===== src/acs_pkg.sv =====
package acs_pkg;
    // Register byte offsets
    localparam logic [4:0] ACS_OFS_GLOBAL = 5'h00;
    localparam logic [4:0] ACS_OFS_SCAN = 5'h04;
    localparam logic [4:0] ACS_OFS_DELAY = 5'h08;
    localparam logic [4:0] ACS_OFS_CMD = 5'h0C;
    localparam logic [4:0] ACS_OFS_STATUS = 5'h10;
    // global_setup_reg fields
    localparam int ACS_GS_EXT_TRIG = 0;
    localparam int ACS_GS_CLK_SRC_LO = 1;
    localparam int ACS_GS_CLKOUT_EN = 3;
    localparam logic [1:0] ACS_CLK_SRC_EXT = 2'h1;
    // Command register fields and codes
    localparam int ACS_CMD_CH_LO = 4;
    localparam logic [2:0] ACS_CMD_ONE_ONCE = 3'h1;
    localparam logic [2:0] ACS_CMD_ONE_LOOP = 3'h2;
    localparam logic [2:0] ACS_CMD_SCAN_ONCE = 3'h3;
    localparam logic [2:0] ACS_CMD_SCAN_PASS = 3'h4;
    localparam logic [2:0] ACS_CMD_SCAN_LOOP = 3'h5;
    localparam logic [2:0] ACS_CMD_STOP = 3'h6;
    localparam logic [2:0] ACS_CMD_ABORT = 3'h7;
    // Status register fields
    localparam int ACS_ST_BUSY = 4;
    localparam int ACS_ST_READY = 5;
    localparam int ACS_ST_MODE_LO = 6;
    // Values after reset
    localparam logic [15:0] ACS_MASK_RST = 16'h0001;
    localparam logic [15:0] ACS_DELAY_RST = 16'h0000;
    // Fixed setup delay of the first reading, in system clock cycles
    localparam int ACS_FIXED_CYC = 2;
    localparam logic [15:0] ACS_FIXED_CNT = 16'(ACS_FIXED_CYC - 1);

    typedef enum logic [2:0] {
        ACS_IDLE, ACS_SETUP, ACS_DELAY, ACS_CONV
    } acs_state_t;

    typedef enum logic [2:0] {
        ACS_ONE_ONCE, ACS_ONE_LOOP, ACS_SCAN_ONCE, ACS_SCAN_PASS, ACS_SCAN_LOOP
    } acs_mode_t;

    typedef struct packed {
        acs_state_t st;
        acs_mode_t mode;
        logic [3:0] ptr;
        logic [15:0] cnt;
        logic first;
        logic stop_req;
        logic rdy;
        logic start_p;
        logic abort_p;
        logic [2:0] trig_s;
        logic ext_trig;
        logic [1:0] clk_sel;
        logic clkout_en;
        logic [15:0] mask;
        logic [15:0] dly;
        logic [3:0] one_ch;
        logic wr_ph;
        logic [4:0] addr;
        logic [31:0] rdata;
        logic clk_div;
    } acs_core_t;
endpackage


===== src/acs_sequencer.sv =====
`timescale 1ns/1ps
// Function
// Pin trigger selected: rising edge starts conversion
// Trigger during conversion aborts and restarts
// Host holds trigger high two clocks
// Pin trigger deselected: trigger pin ignored
// Command trigger: command write starts conversion
// Pin trigger: command only selects mode
// Five reading modes, one command each
// Pin trigger works in every mode
// Start updates pointer, then programmable delay
// Four-bit pointer shows converting channel
// Scan modes advance to next enabled channel
// Single-reading modes return idle after reading
// Continuous modes loop back to setup
// Pass mode ends after last enabled channel
// Stop lets current conversion finish
// Abort ends reading process at once
// Command trigger: new command restarts process
// Result ready raised when reading completes
// Clock source select picks external clock
// Clock output enable drives aux pin nine
// Channels visited in ascending index order
// Fixed delay only on first reading
// Trigger pin synchronised, edges by comparison
// Stop or abort while idle does nothing
module acs_sequencer
    import acs_pkg::*;
(
    input wire logic mclk,
    input wire logic rst_n,
    input wire logic hsel,
    input wire logic [31:0] haddr,
    input wire logic [1:0] htrans,
    input wire logic hwrite,
    input wire logic [2:0] hsize,
    input wire logic [31:0] hwdata,
    input wire logic hready,
    output logic hreadyout,
    output logic hresp,
    output logic [31:0] hrdata,
    input wire logic trigger_pin,
    input wire logic conv_done,
    output logic conv_start,
    output logic conv_abort,
    output logic [3:0] active_channel_pointer,
    output logic result_ready_line,
    output logic clock_source_ext,
    output logic aux_pin_nine_o,
    output logic aux_pin_nine_oe
);

    acs_core_t q;
    acs_core_t n;
    logic trig_edge;
    logic cmd_wr;
    logic [2:0] cmd_code;
    logic cmd_start;
    logic cmd_stop;
    logic cmd_abort;
    logic start_evt;
    logic scan_mode;
    logic [4:0] first_ch;
    logic [4:0] next_up;
    logic [4:0] next_wrap;

    // Next enabled channel after 'from', lowest index first
    function automatic logic [4:0] next_ch(input logic [15:0] m, input logic [3:0] from,
                                           input logic wrap);
        logic [4:0] r;
        logic [3:0] j;
        r = '0;
        for (int k = 16; k >= 1; k--) begin
            j = from + k[3:0];
            if (m[j] && (wrap || j > from)) begin
                r = {1'b1, j};
            end
        end
        return r;
    endfunction

    // Command decode from the data phase of a write
    assign cmd_wr = q.wr_ph && (q.addr == ACS_OFS_CMD);
    assign cmd_code = hwdata[2:0];
    assign cmd_start = cmd_wr && (cmd_code >= ACS_CMD_ONE_ONCE) && (cmd_code <= ACS_CMD_SCAN_LOOP);
    assign cmd_stop = cmd_wr && (cmd_code == ACS_CMD_STOP);
    assign cmd_abort = cmd_wr && (cmd_code == ACS_CMD_ABORT);
    // Edge from the second and third samples only
    assign trig_edge = q.ext_trig && q.trig_s[1] && !q.trig_s[2];
    // Start source depends on trigger select
    assign start_evt = q.ext_trig ? trig_edge : cmd_start;
    assign scan_mode = (q.mode == ACS_SCAN_ONCE) || (q.mode == ACS_SCAN_PASS) ||
                       (q.mode == ACS_SCAN_LOOP);
    assign first_ch = next_ch(q.mask, 4'hF, 1'b1);
    assign next_up = next_ch(q.mask, q.ptr, 1'b0);
    assign next_wrap = next_ch(q.mask, q.ptr, 1'b1);

    // Bus slave, register file and sequencer next state
    always_comb begin
        n = q;
        n.start_p = 1'b0;
        n.abort_p = 1'b0;
        // Trigger pin synchroniser and edge history
        n.trig_s = {q.trig_s[1:0], trigger_pin};
        // System clock divided by two for the aux pin
        n.clk_div = q.clkout_en ? !q.clk_div : 1'b0;
        // Address phase capture
        n.wr_ph = hsel && htrans[1] && hready && hwrite;
        n.addr = haddr[4:0];
        if (hsel && htrans[1] && hready && !hwrite) begin
            unique case (haddr[4:0])
                ACS_OFS_GLOBAL: n.rdata = {28'h0, q.clkout_en, q.clk_sel, q.ext_trig};
                ACS_OFS_SCAN: n.rdata = {16'h0, q.mask};
                ACS_OFS_DELAY: n.rdata = {16'h0, q.dly};
                ACS_OFS_CMD: n.rdata = {24'h0, q.one_ch, 1'b0, 3'h0};
                ACS_OFS_STATUS: n.rdata = {23'h0, q.mode, q.rdy, q.st != ACS_IDLE, q.ptr};
                default: n.rdata = 32'h0;
            endcase
        end
        // Data phase register writes
        if (q.wr_ph) begin
            unique case (q.addr)
                ACS_OFS_GLOBAL: begin
                    n.ext_trig = hwdata[ACS_GS_EXT_TRIG];
                    n.clk_sel = hwdata[ACS_GS_CLK_SRC_LO +: 2];
                    n.clkout_en = hwdata[ACS_GS_CLKOUT_EN];
                end
                ACS_OFS_SCAN: n.mask = hwdata[15:0];
                ACS_OFS_DELAY: n.dly = hwdata[15:0];
                default: begin
                end
            endcase
        end
        // A start command always selects the reading mode
        if (cmd_start) begin
            n.one_ch = hwdata[ACS_CMD_CH_LO +: 4];
            unique case (cmd_code)
                ACS_CMD_ONE_ONCE: n.mode = ACS_ONE_ONCE;
                ACS_CMD_ONE_LOOP: n.mode = ACS_ONE_LOOP;
                ACS_CMD_SCAN_ONCE: n.mode = ACS_SCAN_ONCE;
                ACS_CMD_SCAN_PASS: n.mode = ACS_SCAN_PASS;
                default: n.mode = ACS_SCAN_LOOP;
            endcase
        end
        // Sequencer: a start beats stop, abort and completion
        if (start_evt) begin
            n.abort_p = (q.st == ACS_CONV);
            n.st = ACS_SETUP;
            n.first = 1'b1;
            n.cnt = ACS_FIXED_CNT;
            n.rdy = 1'b0;
            n.stop_req = 1'b0;
            if (q.ext_trig ? scan_mode : (cmd_code >= ACS_CMD_SCAN_ONCE)) begin
                n.ptr = first_ch[3:0];
                if (!first_ch[4]) begin
                    n.st = ACS_IDLE;
                end
            end else begin
                n.ptr = q.ext_trig ? q.one_ch : hwdata[ACS_CMD_CH_LO +: 4];
            end
        end else if (cmd_abort) begin
            n.abort_p = (q.st == ACS_CONV);
            n.st = ACS_IDLE;
        end else begin
            unique case (q.st)
                ACS_IDLE: begin
                    n.stop_req = 1'b0;
                end
                ACS_SETUP: begin
                    if (cmd_stop) begin
                        n.st = ACS_IDLE;
                    end else if (q.cnt == 16'h0) begin
                        n.st = ACS_DELAY;
                        n.cnt = q.dly;
                    end else begin
                        n.cnt = q.cnt - 16'h1;
                    end
                end
                ACS_DELAY: begin
                    if (cmd_stop) begin
                        n.st = ACS_IDLE;
                    end else if (q.cnt == 16'h0) begin
                        n.st = ACS_CONV;
                        n.start_p = 1'b1;
                    end else begin
                        n.cnt = q.cnt - 16'h1;
                    end
                end
                ACS_CONV: begin
                    if (cmd_stop) begin
                        n.stop_req = 1'b1;
                    end
                    if (conv_done) begin
                        n.rdy = 1'b1;
                        n.first = 1'b0;
                        n.cnt = 16'h0;
                        n.st = ACS_SETUP;
                        unique case (q.mode)
                            ACS_ONE_ONCE: n.st = ACS_IDLE;
                            ACS_ONE_LOOP: n.st = ACS_SETUP;
                            ACS_SCAN_ONCE: begin
                                n.st = ACS_IDLE;
                                n.ptr = next_wrap[3:0];
                            end
                            ACS_SCAN_PASS: begin
                                n.ptr = next_up[3:0];
                                if (!next_up[4]) begin
                                    n.st = ACS_IDLE;
                                    n.ptr = q.ptr;
                                end
                            end
                            default: n.ptr = next_wrap[3:0];
                        endcase
                        if (q.stop_req || cmd_stop) begin
                            n.st = ACS_IDLE;
                        end
                    end
                end
                default: n.st = ACS_IDLE;
            endcase
        end
    end

    // State register
    always_ff @(posedge mclk or negedge rst_n) begin
        if (!rst_n) begin
            q <= '{st: ACS_IDLE, mode: ACS_ONE_ONCE, mask: ACS_MASK_RST,
                   dly: ACS_DELAY_RST, default: '0};
        end else begin
            q <= n;
        end
    end

    // Outputs
    assign hreadyout = 1'b1;
    assign hresp = 1'b0;
    assign hrdata = q.rdata;
    assign conv_start = q.start_p;
    assign conv_abort = q.abort_p;
    assign active_channel_pointer = q.ptr;
    assign result_ready_line = q.rdy;
    assign clock_source_ext = (q.clk_sel == ACS_CLK_SRC_EXT);
    assign aux_pin_nine_o = q.clk_div;
    assign aux_pin_nine_oe = q.clkout_en;

    logic quiet;
    assign quiet = !start_evt && !cmd_abort && !cmd_stop && !q.stop_req;
endmodule


===== config.mk =====
export PLATFORM = sky130hd
export DESIGN_NAME = acs_sequencer
export DESIGN_NICKNAME = d
export VERILOG_FILES = /design/src/acs_pkg.sv /design/src/acs_sequencer.sv
export SDC_FILE = /design/constraint.sdc
export NUM_CORES = 1
export LEC_CHECK = 0
export BUFFER_PORTS_ARGS = -buffer_cell sky130_fd_sc_hd__buf_2
export CAP_MARGIN = 25
export CELL_PAD_IN_SITES_DETAIL_PLACEMENT = 0
export CELL_PAD_IN_SITES_GLOBAL_PLACEMENT = 1
export CORE_UTILIZATION = 42
export DETAILED_ROUTE_END_ITERATION = 16
export MAX_ROUTING_LAYER = met4
export PLACE_DENSITY = 0.76
export REMOVE_ABC_BUFFERS = 1
export SYNTH_ARGS = -nofsm -noshare
export SYNTH_HDL_FRONTEND = slang
export SYNTH_SLANG_ARGS = --single-unit
export TNS_END_PERCENT = 50

===== constraint.sdc =====
create_clock -name mclk -period 8.6 [get_ports mclk]
set_clock_uncertainty 0.15 [all_clocks]
set_input_delay 1.72 -clock mclk [delete_from_list [all_inputs] [get_ports mclk]]
set_output_delay 1.72 -clock mclk [all_outputs]
set_load 0.005 [all_outputs]

=== After elaboration in Yosys (flattened, before gate mapping) ===
Index checks and enable logic that the tools add are counted.

* Register bits after elaboration: 112
* Latch bits: 0
* Memory bits (writable): 0
* Bits in read-only memories: 0
* Output and inout bits: 44
* Memories: 0

* Add/subtract/negate cells: 16
* Multipliers: 0
* Div/mod/pow operators: 0
* Magnitude comparators: 35
* Equal/unequal tests: 35
* Shifts and indexed selects: 0
* Multiplexer cells: 122
* Bitwise gates (word level): 0
* Reduce and logical (&&, ||, !) cells: 53

{| class="wikitable"
|+ Operators with widths
! operator !! number
|-
| $mux 5 || 32
|-
| $lt 4x5->1 const B || 16
|-
| $mux 4 || 20
|-
| $pmux 16 s5 || 1
|-
| $bmux 1 s4 || 16
|-
| $gt 4x4->1 || 16
|-
| $mux 16 || 4
|-
| $pmux 16 s3 || 1
|-
| $mux 1 || 33
|-
| $add 4x4->4 const B || 8
|-
| $logic_and 1x1->1 || 27
|-
| $mux 24 || 1
|-
| $pmux 3 s4 || 2
|-
| $mux 23 || 1
|-
| $mux 21 || 1
|-
| $mux 3 || 7
|-
| $ne 3x3->1 const B || 7
|-
| $eq 5x4->1 const B || 4
|-
| $eq 3x2->1 const B || 6
|-
| $ne 18x13->1 const B || 1
|-
| $ne 18x3->1 const B || 1
|-
| $add 4x3->4 const B || 4
|-
| $logic_not 16->1 || 1
|-
| $sub 16x1->16 const B || 1
|-
| other kinds (28) || 50
|}

=== Longest topological paths before layout ===
* Depth in word-level cells: 26
* Mapped depth: 17
* Mapped depth without buffers: 13

=== Least setup slack after synthesis ===
No wires, ideal clock.

* Kind: flip-flop to flip-flop
* From: reg q (netlist bit active_channel_pointer[1])
* To: reg q (netlist bit active_channel_pointer[2])
* Arrival: 4.245 ns
* Path slack: 4.080 ns
* Stages on the path, launching flop included: 13
* Path buffers: 3
* Cell sequence: dfrtp_1 -> buf_2 -> buf_2 -> inv_1 -> ha_1 -> buf_4 -> mux4_2 -> mux4_2 -> or4_1 -> o2111ai_1 -> a31oi_1 -> or4_1 -> mux2_2

* Longest elaborated chain between the ends: 25
* Elaborated cells on any way between the ends: 120
* Those cells by class: add/sub: 15; order compare: 16; eq/ne: 3; mux: 69; reduce/logical: 17

{| class="wikitable"
|+ Ends and longest elaborated chain
! element !! RTL line !! source
|-
| start, declared || acs_sequencer.sv:53 || <nowiki>acs_core_t q;</nowiki>
|-
| start signal, assigned || acs_sequencer.sv:227 || <nowiki>q <= '{st: ACS_IDLE, mode: ACS_ONE_ONCE, mask: ACS_MASK_RST,</nowiki>
|-
| start signal, assigned || acs_sequencer.sv:230 || <nowiki>q <= n;</nowiki>
|-
| $add 4x4->4 || acs_sequencer.sv:74 || <nowiki>j = from + k[3:0];</nowiki>
|-
| $bmux 1 s4 || acs_sequencer.sv:75 || <nowiki>if (m[j] && (wrap || j > from)) begin</nowiki>
|-
| $mux 1 (not written as such) || acs_sequencer.sv:75 ||
|-
| $logic_and 1x1->1 || acs_sequencer.sv:75 ||
|-
| $mux 5 (15 in series) || acs_sequencer.sv:75 ||
|-
| $mux 4 || acs_sequencer.sv:207 || <nowiki>if (!next_up[4]) begin</nowiki>
|-
| $pmux 4 s2 || acs_sequencer.sv:198 || <nowiki>unique case (q.mode)</nowiki>
|-
| $mux 21 || acs_sequencer.sv:193 || <nowiki>if (conv_done) begin</nowiki>
|-
| $mux 4 || acs_sequencer.sv:165 || <nowiki>unique case (q.st)</nowiki>
|-
| $mux 24 || acs_sequencer.sv:161 || <nowiki>end else if (cmd_abort) begin</nowiki>
|-
| $mux 23 || acs_sequencer.sv:146 || <nowiki>if (start_evt) begin</nowiki>
|}

Parallel ways exist; a longest one is shown, timed or not. The select of a mux whose other input is x is not followed.
A chain may end at the register's enable or synchronous reset.

=== Worst setup path after layout ===
Ends and elaborated chain as after synthesis.

==> impl_metrics.csv <==
group,metric,value,unit
run_status,status,"complete, no violations",
timing,tns,0,ps
cts,cts_tree,"yes",
global_routing,grt_pass1_vias,7584,
synth,ys_top_cells_by_count,"nand2_1, dfrtp_1, nor2_1",
synth,yosys.area.top_type,"dfrtp_1",
cts,cts_setup_buffers,0,
detailed_routing,routedWlPerCell,24.1,um
floorplan,initial_utilization,42.9,%
layout,antenna_cells,0,
critical_path,critPathMaxFanout,21,
floorplan,core_area,20200,um^2
synth,synth.top_cell.area_share,27.1,%
detailed_routing,first_iter_violations,815,
synth,yosysSeqAreaShare,27.4,%
job,max_cap_viol_count,0,
place,place_hpwl,22500,um
detailed_routing,routed_wl,30400,um
place,place.gp.congestion,1.02,
floorplan,floorplan.rows,52,
timing,relSlewSlack,25.2,%
critical_path,end_kind,"flip-flop",
synth,yosys-top-cells-area,"dfrtp_1, mux4_2, mux2_2, mux2i_1, nand2_1",
global_routing,grt_max_degree,65,
floorplan,dieArea,21200,um^2
timing,setup_viol,0,
layout,area.sequential,2380,um^2
timing,tightest_slew,1120,ps
layout,nets,1081,
floorplan,ios,120,
synth,ys_types,83,
layout,area.growth.synth_to_final,5.12,%
critical_path,required,8680,ps
detailed_routing,drt_first_pass_iters,6,
synth,yosysMostFrequentCell,"nand2_1",
timing,layout_min_cycle_time,5300,ps
detailed_routing,via_per_inst,6.51,
synth,ys_async_sr_fraction,100,%
synth,syn_area,8680,um^2
place,numPortBuffers,54,
detailed_routing,ant_nets,0,
global_routing,grt_pass1_wl,46800,um
critical_path,cp.arrival,5370,ps
synth,synth_top_flop_cell,"dfrtp_1",
synth,synth_edf_count,0,
cts,clock_path_buffers,2,
worst_hold_path,hold_class,"reg2reg",
timing,rsz0062_at_grt,"false",
floorplan,die_height,146,um
cts,clockRootBuffer,"clkbuf_16",
floorplan,die_w,146,um
synth,syn_area_per_cell,8.61,um^2
timing,fmax,189,MHz
detailed_routing,vias,8223,
synth,yosys_warnings,0,
layout,fill_cells,1999,
cts,htreeDepth,3,
global_routing,overflow,0,
cts,clkLatencyLatePin,350,ps
cts,ctsResizeCount,0,
timing,fin_crit_sh,61.6,%
cts,cts.clk_slew.worst_paths,70,ps
synth,synthCells,1008,
critical_path,crit_type,"reg2reg",
global_routing,grt_usage,29.6,%
timing,setup_slack,3300,ps
cts,cts_made_buffers,9,
place,place_ws,3420,ps
cts,cts.sinks,95,
detailed_routing,drc_errors,0,
layout,drive_above_1_share,17.6,%
global_routing,grt_antenna_before_repair,0,
timing,hold_viol_final,0,
cts,ctsHoldBuffers,0,
synth,ys_ff_latch,95,
layout,multiInputGateArea,5660,um^2
critical_path,crit_path_start_kind,"flip-flop",
timing,final_max_slew_viol_count,0,
==> stage by stage <==
| stage | hold WS, ps | utilization (%) | instance area (um^2) | std cells |
|---|---|---|---|---|
| after detailed placement | 197 | 43.7 | 8840 | 1247 |
| after floorplan | 181 | - | 8150 | 913 |
| final | 214 | 45.1 | 9120 | 1264 |
| after global placement | 186 | 43.7 | 8840 | 1247 |
| after CTS | 212 | 45.0 | 9110 | 1263 |
| after global routing | 223 | 45.1 | 9120 | 1264 |
==> critical path: stages, from the launching register on <==
cell and delay (ps):
dfrtp_1 370, inv_1 380, ha_1 870, mux4_2 740, mux4_2 610, a21oi_1 510, nand3b_1 180, nor4_1 540
a211oi_1 260, o21ai_1 200, mux2_2 350
==> logic make-up (layout without fill, tap and decap cells) <==
group	count (synthesis)	in the layout	synth area share (%)
mux	117	117	18.1
buf+inv	140	110	8.00
flops	95	95	27.4
compound gates	303	303	24.0
simple gates	313	313	17.8
fa+ha+maj	16	16	2.31
other cells	2	18	0.0866
xor+xnor	22	22	2.31
==> layer usage <==
layer  global-route usage (%)  wire, um  up-vias
li1                         -         -     3737
met2                     45.8     14200      357
met1                     40.1     13300     4075
met4                     10.1       979        0
met5                        -         0        -
met3                     3.48      1960       54
==> flip-flops by register name, summed over array words and instances (netlist names) <==
signal	flops
hrdata	16
conv_abort	1
q	68
active_channel_pointer	4
result_ready_line	1
n	2
aux_pin_nine_oe	1
aux_pin_nine_o	1
conv_start	1
==> layout make-up <==
| cell class | count | share of cell area (%) |
|---|---|---|
| Tap cell | 270 | 3.70 |
| Timing Repair Buffer | 65 | 3.90 |
| Clock buffer | 11 | 2.66 |
| Clock inverter | 5 | 0.357 |
| Multi-Input combinational cell | 789 | 62.1 |
| Inverter | 29 | 1.19 |
| Sequential cell | 95 | 26.1 |
==> layout by cell type, fill, tap and decap left out, drive strengths merged, types with 10 or more instances in the layout <==
cell type,count
a211oi,19
o21ai,68
xnor2,17
nor4,19
conb,18
nand2,96
o22ai,18
mux2i,39
dfrtp,94
mux2,52
a21oi,50
a22oi,13
buf,65
nor2,66
nand3,20
o211ai,14
nand2b,10
o31ai,23
inv,29
clkbuf,11
nor3,33
ha,16
nor2b,13
mux4,26
==> worst paths after layout <==
path | startpoint | endpoint | cells past startpoint | slack, ps
setup reg to reg | active_channel_pointer[1] | active_channel_pointer[2] | 10 | 3300
max in group asynchronous | rst_n | active_channel_pointer[0] | 2 | 5920
min in group asynchronous | rst_n | q[74] | 1 | 1160
hold reg to reg | n[80] | n[81] | 0 | 210
setup / recovery | active_channel_pointer[1] | active_channel_pointer[2] | 10 | 3300
hold / removal | n[80] | n[81] | 0 | 210
Power is left out: the tool's default activity adds up to more than one toggle a clock period on the data nets, which glitch-free logic cannot reach.
